## src/aikcd_pkg.sv

```systemverilog
// Shared constants, register map and carrier types for the idle and key command decoder.
package aikcd_pkg;

   // ----------------------------------------
   // Command codes
   // ----------------------------------------
   localparam logic [7:0] CMD_IDLE_A = 8'h97;
   localparam logic [7:0] CMD_IDLE_B = 8'hE3;
   localparam logic [7:0] CMD_IDLE_IMM_A = 8'h95;
   localparam logic [7:0] CMD_IDLE_IMM_B = 8'hE1;
   localparam logic [7:0] CMD_INIT_GEOM = 8'h91;
   localparam logic [7:0] CMD_KEY_MGMT = 8'hB9;
   localparam logic [7:0] FEAT_KEY_MATERIAL = 8'h80;
   localparam int FEAT_READ_BIT = 7;

   // ----------------------------------------
   // Register byte offsets
   // ----------------------------------------
   localparam logic [7:0] OFF_TASKFILE_LO = 8'h00;
   localparam logic [7:0] OFF_TASKFILE_HI = 8'h04;
   localparam logic [7:0] OFF_COMMAND = 8'h08;
   localparam logic [7:0] OFF_STATUS = 8'h0C;
   localparam logic [7:0] OFF_SECURITY = 8'h10;
   localparam logic [7:0] OFF_GEOMETRY = 8'h14;
   localparam logic [7:0] OFF_POWER = 8'h18;
   localparam logic [7:0] OFF_XFER = 8'h1C;
   localparam logic [7:0] OFF_DATA = 8'h20;
   localparam logic [7:0] OFF_CONFIG = 8'h24;

   // ----------------------------------------
   // Security status word bit positions
   // ----------------------------------------
   localparam int SEC_CAP_BIT = 0;
   localparam int SEC_EN_BIT = 1;
   localparam int SEC_LOCK_BIT = 2;
   localparam int SEC_FREEZE_BIT = 3;
   localparam int SEC_EXPIRE_BIT = 4;
   localparam int SEC_ENH_BIT = 5;
   localparam int SEC_LEVEL_BIT = 8;

   // ----------------------------------------
   // Reset values and timing
   // ----------------------------------------
   localparam logic [7:0] CONFIG_RESET = 8'h00;
   localparam logic [7:0] COUNT_ZERO = 8'h00;
   localparam logic [8:0] FULL_SECTORS = 9'h100;
   localparam logic [8:0] WORDS_PER_SECTOR = 9'h100;
   localparam int CLK_HZ = 25_000_000;
   localparam int TIMER_UNIT_MS = 5;
   localparam int TIMER_UNIT_CYCLES = CLK_HZ / 1000 * TIMER_UNIT_MS;
   localparam int BUSY_CYCLES = 2;

   // ----------------------------------------
   // Carrier types
   // ----------------------------------------
   typedef struct packed {
      logic [7:0] features;
      logic [7:0] sec_count;
      logic [7:0] sec_number;
      logic [7:0] cyl_low;
      logic [7:0] cyl_high;
      logic [7:0] drive_head;
   } aikcd_taskfile_t;

   typedef struct packed {
      logic level_max;
      logic enhanced_erase;
      logic expired;
      logic frozen;
      logic locked;
      logic enabled;
      logic capable;
   } aikcd_security_t;

   typedef struct packed {
      logic error;
      logic aborted;
      logic data_req;
      logic busy_flag;
   } aikcd_status_t;

endpackage

```

## src/aikcd_decoder.sv

```systemverilog
// Command decoder for idle, geometry and key management commands on an AHB-Lite slave.
//
// The address map and register access over AHB-Lite were decided locally.
`timescale 1ns/10ps
`default_nettype none

module aikcd_decoder (
   input wire logic hclk,
   input wire logic hresetn,
   input wire logic hsel,
   input wire logic [31:0] haddr,
   input wire logic [1:0] htrans,
   input wire logic hwrite,
   input wire logic [2:0] hsize,
   input wire logic hready,
   input wire logic [31:0] hwdata,
   output logic [31:0] hrdata,
   output logic hreadyout,
   output logic hresp,
   input wire logic hard_reset,
   input wire logic key_scheme_present,
   input wire logic key_read_error,
   input wire logic [15:0] key_data,
   input wire logic [7:0] unlock_fail_limit,
   output logic [38:0] host_challenge_value,
   output logic [15:0] key_sector_offset,
   output logic key_fetch,
   output logic idle_mode,
   output logic power_down,
   output logic irq
);

   // ----------------------------------------
   // State and storage
   // ----------------------------------------
   typedef enum logic [3:0] {
      ST_IDLE = 4'b0001,
      ST_BUSY = 4'b0010,
      ST_XFER = 4'b0100,
      ST_DONE = 4'b1000
   } aikcd_state_t;

   localparam logic [7:0] CMD_SEC_UNLOCK = 8'hF2;
   localparam logic [7:0] CMD_SEC_ERASE = 8'hF4;

   aikcd_state_t state_reg;
   aikcd_pkg::aikcd_taskfile_t tf_reg;
   aikcd_pkg::aikcd_status_t stat_reg;
   aikcd_pkg::aikcd_security_t sec_reg;
   logic [7:0] config_reg;
   logic [7:0] cmd_reg;
   logic [7:0] geom_sectors_reg;
   logic [3:0] geom_heads_reg;
   logic [7:0] timer_count_reg;
   logic apd_enable_reg;
   logic [23:0] tick_reg;
   logic [7:0] apd_units_reg;
   logic [1:0] busy_cnt_reg;
   logic [8:0] sectors_left_reg;
   logic [8:0] words_left_reg;
   logic [15:0] offset_reg;
   logic [15:0] data_reg;
   logic [7:0] fail_cnt_reg;
   logic idle_reg;
   logic pd_reg;
   logic irq_reg;
   logic ph_wr_reg;
   logic ph_rd_reg;
   logic [7:0] ph_addr_reg;

   // ----------------------------------------
   // Bus decode
   // ----------------------------------------
   wire bus_go = hsel & hready & htrans[1];
   wire wr_cmd = ph_wr_reg & (ph_addr_reg == aikcd_pkg::OFF_COMMAND) & state_reg == ST_IDLE;
   wire rd_data = ph_rd_reg & (ph_addr_reg == aikcd_pkg::OFF_DATA) & state_reg == ST_XFER;
   wire rd_status = ph_rd_reg & (ph_addr_reg == aikcd_pkg::OFF_STATUS);
   wire [7:0] new_cmd = hwdata[7:0];
   wire is_idle = new_cmd == aikcd_pkg::CMD_IDLE_A || new_cmd == aikcd_pkg::CMD_IDLE_B;
   wire is_idle_imm = new_cmd == aikcd_pkg::CMD_IDLE_IMM_A ||
                      new_cmd == aikcd_pkg::CMD_IDLE_IMM_B;
   wire is_geom = new_cmd == aikcd_pkg::CMD_INIT_GEOM;
   wire is_key = new_cmd == aikcd_pkg::CMD_KEY_MGMT & key_scheme_present;
   wire is_struct = is_key & ~tf_reg.features[aikcd_pkg::FEAT_READ_BIT];
   wire is_material = is_key & tf_reg.features == aikcd_pkg::FEAT_KEY_MATERIAL;
   wire is_blocked = sec_reg.expired &
                     (new_cmd == CMD_SEC_UNLOCK || new_cmd == CMD_SEC_ERASE);
   wire is_abort = ~(is_idle | is_idle_imm | is_geom | is_struct | is_material) | is_blocked;
   wire tick_wrap = tick_reg == 24'(aikcd_pkg::TIMER_UNIT_CYCLES - 1);
   wire last_word = words_left_reg == 9'h001;
   wire [15:0] sec_word;

   assign sec_word = {7'h00, sec_reg.level_max & sec_reg.enabled, 2'b00,
                      sec_reg.enhanced_erase, sec_reg.expired, sec_reg.frozen,
                      sec_reg.locked, sec_reg.enabled, sec_reg.capable};

   always_comb begin
      hrdata = 32'h0000_0000;
      case (ph_addr_reg)
         aikcd_pkg::OFF_TASKFILE_LO: hrdata = {tf_reg.cyl_low, tf_reg.sec_number,
                                               tf_reg.sec_count, tf_reg.features};
         aikcd_pkg::OFF_TASKFILE_HI: hrdata = {16'h0000, tf_reg.drive_head, tf_reg.cyl_high};
         aikcd_pkg::OFF_COMMAND: hrdata = {24'h00_0000, cmd_reg};
         aikcd_pkg::OFF_STATUS: hrdata = {28'h000_0000, stat_reg};
         aikcd_pkg::OFF_SECURITY: hrdata = {16'h0000, sec_word};
         aikcd_pkg::OFF_GEOMETRY: hrdata = {20'h0_0000, geom_heads_reg, geom_sectors_reg};
         aikcd_pkg::OFF_POWER: hrdata = {21'h00_0000, pd_reg, idle_reg,
                                         apd_enable_reg, timer_count_reg};
         aikcd_pkg::OFF_XFER: hrdata = {7'h00, sectors_left_reg, offset_reg};
         aikcd_pkg::OFF_DATA: hrdata = {16'h0000, data_reg};
         aikcd_pkg::OFF_CONFIG: hrdata = {24'h00_0000, config_reg};
         default: hrdata = 32'h0000_0000;
      endcase
   end

   assign hreadyout = 1'b1;
   assign hresp = 1'b0;
   assign host_challenge_value = {tf_reg.features[6:0], tf_reg.sec_count,
                                  tf_reg.sec_number, tf_reg.cyl_low, tf_reg.cyl_high};
   assign key_sector_offset = offset_reg;
   assign key_fetch = rd_data & cmd_reg == aikcd_pkg::CMD_KEY_MGMT;
   assign idle_mode = idle_reg;
   assign power_down = pd_reg;
   assign irq = irq_reg;

   // ----------------------------------------
   // Bus phase capture
   // ----------------------------------------
   always_ff @(posedge hclk or negedge hresetn) begin
      if (!hresetn) begin
         ph_wr_reg <= 1'b0;
         ph_rd_reg <= 1'b0;
         ph_addr_reg <= 8'h00;
      end else if (hready) begin
         ph_wr_reg <= bus_go & hwrite;
         ph_rd_reg <= bus_go & ~hwrite;
         ph_addr_reg <= haddr[7:0];
      end
   end

   // ----------------------------------------
   // Task file and configuration writes
   // ----------------------------------------
   always_ff @(posedge hclk or negedge hresetn) begin
      if (!hresetn) begin
         tf_reg <= '0;
         config_reg <= aikcd_pkg::CONFIG_RESET;
      end else begin
         if (ph_wr_reg && ph_addr_reg == aikcd_pkg::OFF_TASKFILE_LO) begin
            tf_reg.features <= hwdata[7:0];
            tf_reg.sec_count <= hwdata[15:8];
            tf_reg.sec_number <= hwdata[23:16];
            tf_reg.cyl_low <= hwdata[31:24];
         end
         if (ph_wr_reg && ph_addr_reg == aikcd_pkg::OFF_TASKFILE_HI) begin
            tf_reg.cyl_high <= hwdata[7:0];
            tf_reg.drive_head <= hwdata[15:8];
         end
         if (ph_wr_reg && ph_addr_reg == aikcd_pkg::OFF_CONFIG) begin
            config_reg <= hwdata[7:0];
         end
         if (state_reg == ST_XFER && key_read_error) begin
            tf_reg.sec_number <= offset_reg[7:0];
            tf_reg.cyl_low <= offset_reg[15:8];
         end
      end
   end

   // ----------------------------------------
   // Security state
   // ----------------------------------------
   always_ff @(posedge hclk or negedge hresetn) begin
      if (!hresetn) begin
         sec_reg <= '0;
         fail_cnt_reg <= 8'h00;
      end else begin
         sec_reg.capable <= config_reg[0];
         sec_reg.enabled <= config_reg[1];
         sec_reg.locked <= config_reg[2];
         sec_reg.frozen <= config_reg[3];
         sec_reg.enhanced_erase <= config_reg[5];
         sec_reg.level_max <= config_reg[6];
         if (hard_reset) begin
            sec_reg.expired <= 1'b0;
            fail_cnt_reg <= 8'h00;
         end else if (ph_wr_reg && ph_addr_reg == aikcd_pkg::OFF_CONFIG && hwdata[4]) begin
            fail_cnt_reg <= fail_cnt_reg + 8'h01;
            if (fail_cnt_reg + 8'h01 >= unlock_fail_limit) begin
               sec_reg.expired <= 1'b1;
            end
         end
      end
   end

   // ----------------------------------------
   // Command engine
   // ----------------------------------------
   always_ff @(posedge hclk or negedge hresetn) begin
      if (!hresetn) begin
         state_reg <= ST_IDLE;
         stat_reg <= '0;
         cmd_reg <= 8'h00;
         geom_sectors_reg <= 8'h00;
         geom_heads_reg <= 4'h0;
         busy_cnt_reg <= 2'b00;
         sectors_left_reg <= 9'h000;
         words_left_reg <= 9'h000;
         offset_reg <= 16'h0000;
         data_reg <= 16'h0000;
         idle_reg <= 1'b0;
         irq_reg <= 1'b0;
      end else begin
         if (rd_status) begin
            irq_reg <= 1'b0;
         end
         case (state_reg)
            ST_IDLE: begin
               if (wr_cmd) begin
                  cmd_reg <= new_cmd;
                  stat_reg <= '{error: 1'b0, aborted: 1'b0, data_req: 1'b0, busy_flag: 1'b1};
                  busy_cnt_reg <= 2'(aikcd_pkg::BUSY_CYCLES - 1);
                  state_reg <= ST_BUSY;
                  if (is_geom && !is_abort) begin
                     geom_sectors_reg <= tf_reg.sec_count;
                     geom_heads_reg <= tf_reg.drive_head[3:0];
                  end
                  if (is_material && !is_abort) begin
                     sectors_left_reg <= tf_reg.sec_count == aikcd_pkg::COUNT_ZERO ?
                                         aikcd_pkg::FULL_SECTORS : {1'b0, tf_reg.sec_count};
                     offset_reg <= {tf_reg.cyl_low, tf_reg.sec_number};
                  end
                  if (is_struct && !is_abort) begin
                     sectors_left_reg <= 9'h001;
                     offset_reg <= 16'h0000;
                  end
                  if (is_abort) begin
                     stat_reg.aborted <= 1'b1;
                  end
                  if ((is_idle || is_idle_imm) && !is_abort) begin
                     idle_reg <= 1'b1;
                  end
               end
            end
            ST_BUSY: begin
               busy_cnt_reg <= busy_cnt_reg - 2'b01;
               if (busy_cnt_reg == 2'b00) begin
                  stat_reg.busy_flag <= 1'b0;
                  if (sectors_left_reg != 9'h000 && !stat_reg.aborted) begin
                     stat_reg.data_req <= 1'b1;
                     words_left_reg <= aikcd_pkg::WORDS_PER_SECTOR;
                     data_reg <= key_data;
                     state_reg <= ST_XFER;
                  end else begin
                     stat_reg.error <= stat_reg.aborted;
                     state_reg <= ST_DONE;
                  end
               end
            end
            ST_XFER: begin
               if (key_read_error) begin
                  stat_reg <= '{error: 1'b1, aborted: 1'b0, data_req: 1'b0, busy_flag: 1'b0};
                  sectors_left_reg <= 9'h000;
                  state_reg <= ST_DONE;
               end else if (rd_data) begin
                  data_reg <= key_data;
                  words_left_reg <= words_left_reg - 9'h001;
                  if (last_word) begin
                     sectors_left_reg <= sectors_left_reg - 9'h001;
                     offset_reg <= offset_reg + 16'h0001;
                     words_left_reg <= aikcd_pkg::WORDS_PER_SECTOR;
                     if (sectors_left_reg == 9'h001) begin
                        stat_reg.data_req <= 1'b0;
                        state_reg <= ST_DONE;
                     end
                  end
               end
            end
            ST_DONE: begin
               irq_reg <= 1'b1;
               state_reg <= ST_IDLE;
            end
            default: state_reg <= ST_IDLE;
         endcase
      end
   end

   // ----------------------------------------
   // Automatic power down timer
   // ----------------------------------------
   // The timer only runs while idle; any command wakes the card and restarts the count.
   always_ff @(posedge hclk or negedge hresetn) begin
      if (!hresetn) begin
         apd_enable_reg <= 1'b0;
         timer_count_reg <= 8'h00;
         tick_reg <= 24'h00_0000;
         apd_units_reg <= 8'h00;
         pd_reg <= 1'b0;
      end else begin
         if (wr_cmd && is_idle && !is_abort) begin
            timer_count_reg <= tf_reg.sec_count;
            apd_enable_reg <= tf_reg.sec_count != aikcd_pkg::COUNT_ZERO;
         end
         if (wr_cmd) begin
            tick_reg <= 24'h00_0000;
            apd_units_reg <= 8'h00;
            pd_reg <= 1'b0;
         end else if (apd_enable_reg && state_reg == ST_IDLE && !pd_reg) begin
            tick_reg <= tick_wrap ? 24'h00_0000 : tick_reg + 24'h00_0001;
            if (tick_wrap) begin
               apd_units_reg <= apd_units_reg + 8'h01;
               if (apd_units_reg + 8'h01 >= timer_count_reg) begin
                  pd_reg <= 1'b1;
               end
            end
         end
      end
   end
endmodule // aikcd_decoder

`default_nettype wire

```

## config.mk

```make
export PLATFORM = sky130hd
export DESIGN_NAME = aikcd_decoder
export DESIGN_NICKNAME = d
export VERILOG_FILES = /design/src/aikcd_pkg.sv /design/src/aikcd_decoder.sv
export SDC_FILE = /design/constraint.sdc
export NUM_CORES = 1
export LEC_CHECK = 0
export BUFFER_PORTS_ARGS = -buffer_cell sky130_fd_sc_hd__buf_4
export CAP_MARGIN = 5
export CORE_ASPECT_RATIO = 0.5
export CORE_MARGIN = 2
export CORE_UTILIZATION = 55
export DETAILED_ROUTE_END_ITERATION = 8
export MAX_ROUTING_LAYER = met4
export PLACE_DENSITY = 0.86
export SLEW_MARGIN = 20
export SYNTH_ARGS = -nofsm -noshare
export SYNTH_HDL_FRONTEND = slang
export SYNTH_SLANG_ARGS = --single-unit
```

## constraint.sdc

```tcl
create_clock -name hclk -period 6.45 [get_ports hclk]
set_clock_uncertainty 0.05 [all_clocks]
set_input_delay 1.29 -clock hclk [delete_from_list [all_inputs] [get_ports hclk]]
set_output_delay 1.29 -clock hclk [all_outputs]
set_load 0.03 [all_outputs]
```

==> run summary <==
final hold viol count: 0
max-slew violation count: 0
hold_sp: config_reg[2]
max-cap violations: 0
GPL Wtd Cong: 0.970
Starting Density: 55.7%
Post-Syn Instances: 1172
H-tree depth: 1
Achievable Freq: 217 MHz
worst skew pair latency: 520 ps
cell area after layout: 13100 um2
Netlist Area Pre-Place: 11400 um2
Placed Area: 12500 um2
register area share after synthesis: 45.1%
DR DRC count: 0
syn nets: 1298
CTS tree: done
post-CTS sizing: 0
Max VDD drop: 0.000152 V
crit path max fanout: 15
overall die height: 106 um
top cell type by total area after synthesis: dfrtp_1
Chip Width: 207 um
Overflow after GRT: 0
Iter 0 DRT Violations: 1186
CTS Buffer Depth: 3
Final ANT Viol Nets: 0
share of layout cells above drive strength 1: 23.7%
max FFs per register: 39
asr flop ratio synth: 100%
Arrival @ worst endpoint: 3260 ps
number of global-route vias before repair: 9812
worst r2r src: ph_addr_reg[1]
Pre-antenna DRT Iters: 6
top cell type's share of synthesized area: 44.9%
most frequent cells in the layout: dfrtp_1 (204), buf_4 (178), nand2_1 (157), o21ai_0 (74), mux2_2 (66)
routed len/inst: 22.2 um
core area: 20400 um2
clk slew on worst S/H paths: 70 ps
HP Class: register to register
hold bufs inserted after CTS: 0
Die ar.: 21900 um2
CTS sink count: 205
period utilization: 71.3%
Crit. Startpoint: ph_addr_reg[1]
row count: 37
Post-Route WL: 34.3 mm
commonest non-fill, non-tap cell in the layout: dfrtp_1
# IOs: 194
final setup vio count: 0
mean post-synth cell area: 9.71 um2
area delta synth->final: 15.2%
critical path data required time: 5110 ps
Avg Vias per Cell: 6.59
initial antenna violation count: 0
TritonCTS Buffers: 19
first-pass GRT wire length: 53.6 mm
Slew headroom: 23.0%
FILL cells: 1611
yosys warns: 0
post-synth cell types: 82
largest net degree at the start of global routing: 72
post-CTS setup buffers: 0
gr usage total: 31.9%
Main synth FF type: dfrtp_1
largest cells by area after synthesis: dfrtp_1 (45%), mux2_2 (6.5%), nand2_1 (5.2%)
Root Buffer: clkbuf_16
CP Class: register to output pin
status: finished clean
Tmin final: 4600 ps
Power per Cell Area: 209 nW/um2
Seq cells post-synth: 205
crit path capture type: output pin
Final nets: 1388
startpoint types: register
EDFF count, synth: 0
IO Port Bufs: 163
post-layout util: 64.2%
DR vias: 10200
RSZ-0062 raised after global routing: no
Leak: 6.10 nW
post-detail-place hpwl: 24.3 mm
setup tns final: 0 ps
n_diodes: 0
Slew @ Worst Pin: 1160 ps
synth_stat cells (all sizes together), types with 6 or more instances:
cell type / count
nor4b: 9
clkbuf: 50
a21oi: 41
or2: 7
and2: 13
ha: 25
a222oi: 13
o31ai: 7
a22oi: 27
a31oi: 35
buf: 60
nand4: 20
nor4: 20
or3: 10
nand2: 157
dfrtp: 204
xnor2: 10
nor2: 44
o21ai: 74
nor3: 23
a22o: 21
inv: 37
xor2: 12
mux2i: 19
nand3: 27
mux2: 67
and3: 21
a21o: 6
o211ai: 6
nand2b: 14
a211oi: 9
per-stage QoR:
step | worst slack (ps) | power [mW] | hold WS [ps] | instances
2_1_floorplan | 2820 | 1.51 | 319 | 1172
3_3_place_gp | 2600 | 1.62 | 328 | 1514
3_5_place_dp | 2570 | 1.63 | 331 | 1514
4_1_cts | 2000 | 2.74 | 352 | 1545
5_1_grt | 1770 | 2.82 | 370 | 1545
6_report | 1850 | 2.74 | 356 | 1545
critical path: stages (launching register included):
cell	delay [ps]
dfrtp_1	490
nor4b_2	860
and2_1	750
a222oi_1	270
nand4_1	190
buf_4	180
kinds of logic after synthesis:
| group | after synthesis | synth area share (%) |
|---|---|---|
| mux | 86 | 8.30 |
| compound gates | 290 | 17.3 |
| xor+xnor | 22 | 1.69 |
| fa+ha+maj | 25 | 2.75 |
| simple gates | 395 | 18.3 |
| flops | 205 | 45.1 |
| buf+inv | 147 | 6.54 |
| other cells | 2 | 0.0660 |
final cells by class:
cell class                      count  area (um2)  area share, %
Tap cell                          273         342           2.61
Multi-Input combinational cell    820        5540           42.3
Inverter                           37         139           1.06
Clock buffer                       25         538           4.10
Clock inverter                      6        63.8          0.487
Sequential cell                   205        5130           39.1
Timing Repair Buffer              179        1350           10.3
report_power, final:
part	internal (mW)	total (mW)	switching, mW
clock	0.628	1.13	0.505
sequential	1.32	1.38	0.0565
combinational	0.0954	0.227	0.131
metal layers:
layer / GRT usage, % / vias up / part of all wire [%] / routed length (um)
met5: - / - / 0 / 0
met4: 9.23 / 0 / 3.1 / 1050
met3: 8.43 / 111 / 11 / 3760
met2: 47.6 / 602 / 45 / 15400
met1: 43.2 / 5019 / 41 / 14000
li1: - / 4455 / - / -
path summary, 6_finish.rpt:
kind                       cells past startpoint                      end  slack, ps
setup / recovery                               5                hrdata[1]       1850
hold / removal                                 0               sec_reg[2]        360
setup reg to reg                               4  host_challenge_value[0]       2960
hold reg to reg                                0               sec_reg[2]        360
max in group asynchronous                      2              tick_reg[5]       4270
min in group asynchronous                      1        words_left_reg[4]        720
No activity file was read; power rests on OpenSTA's default activity.
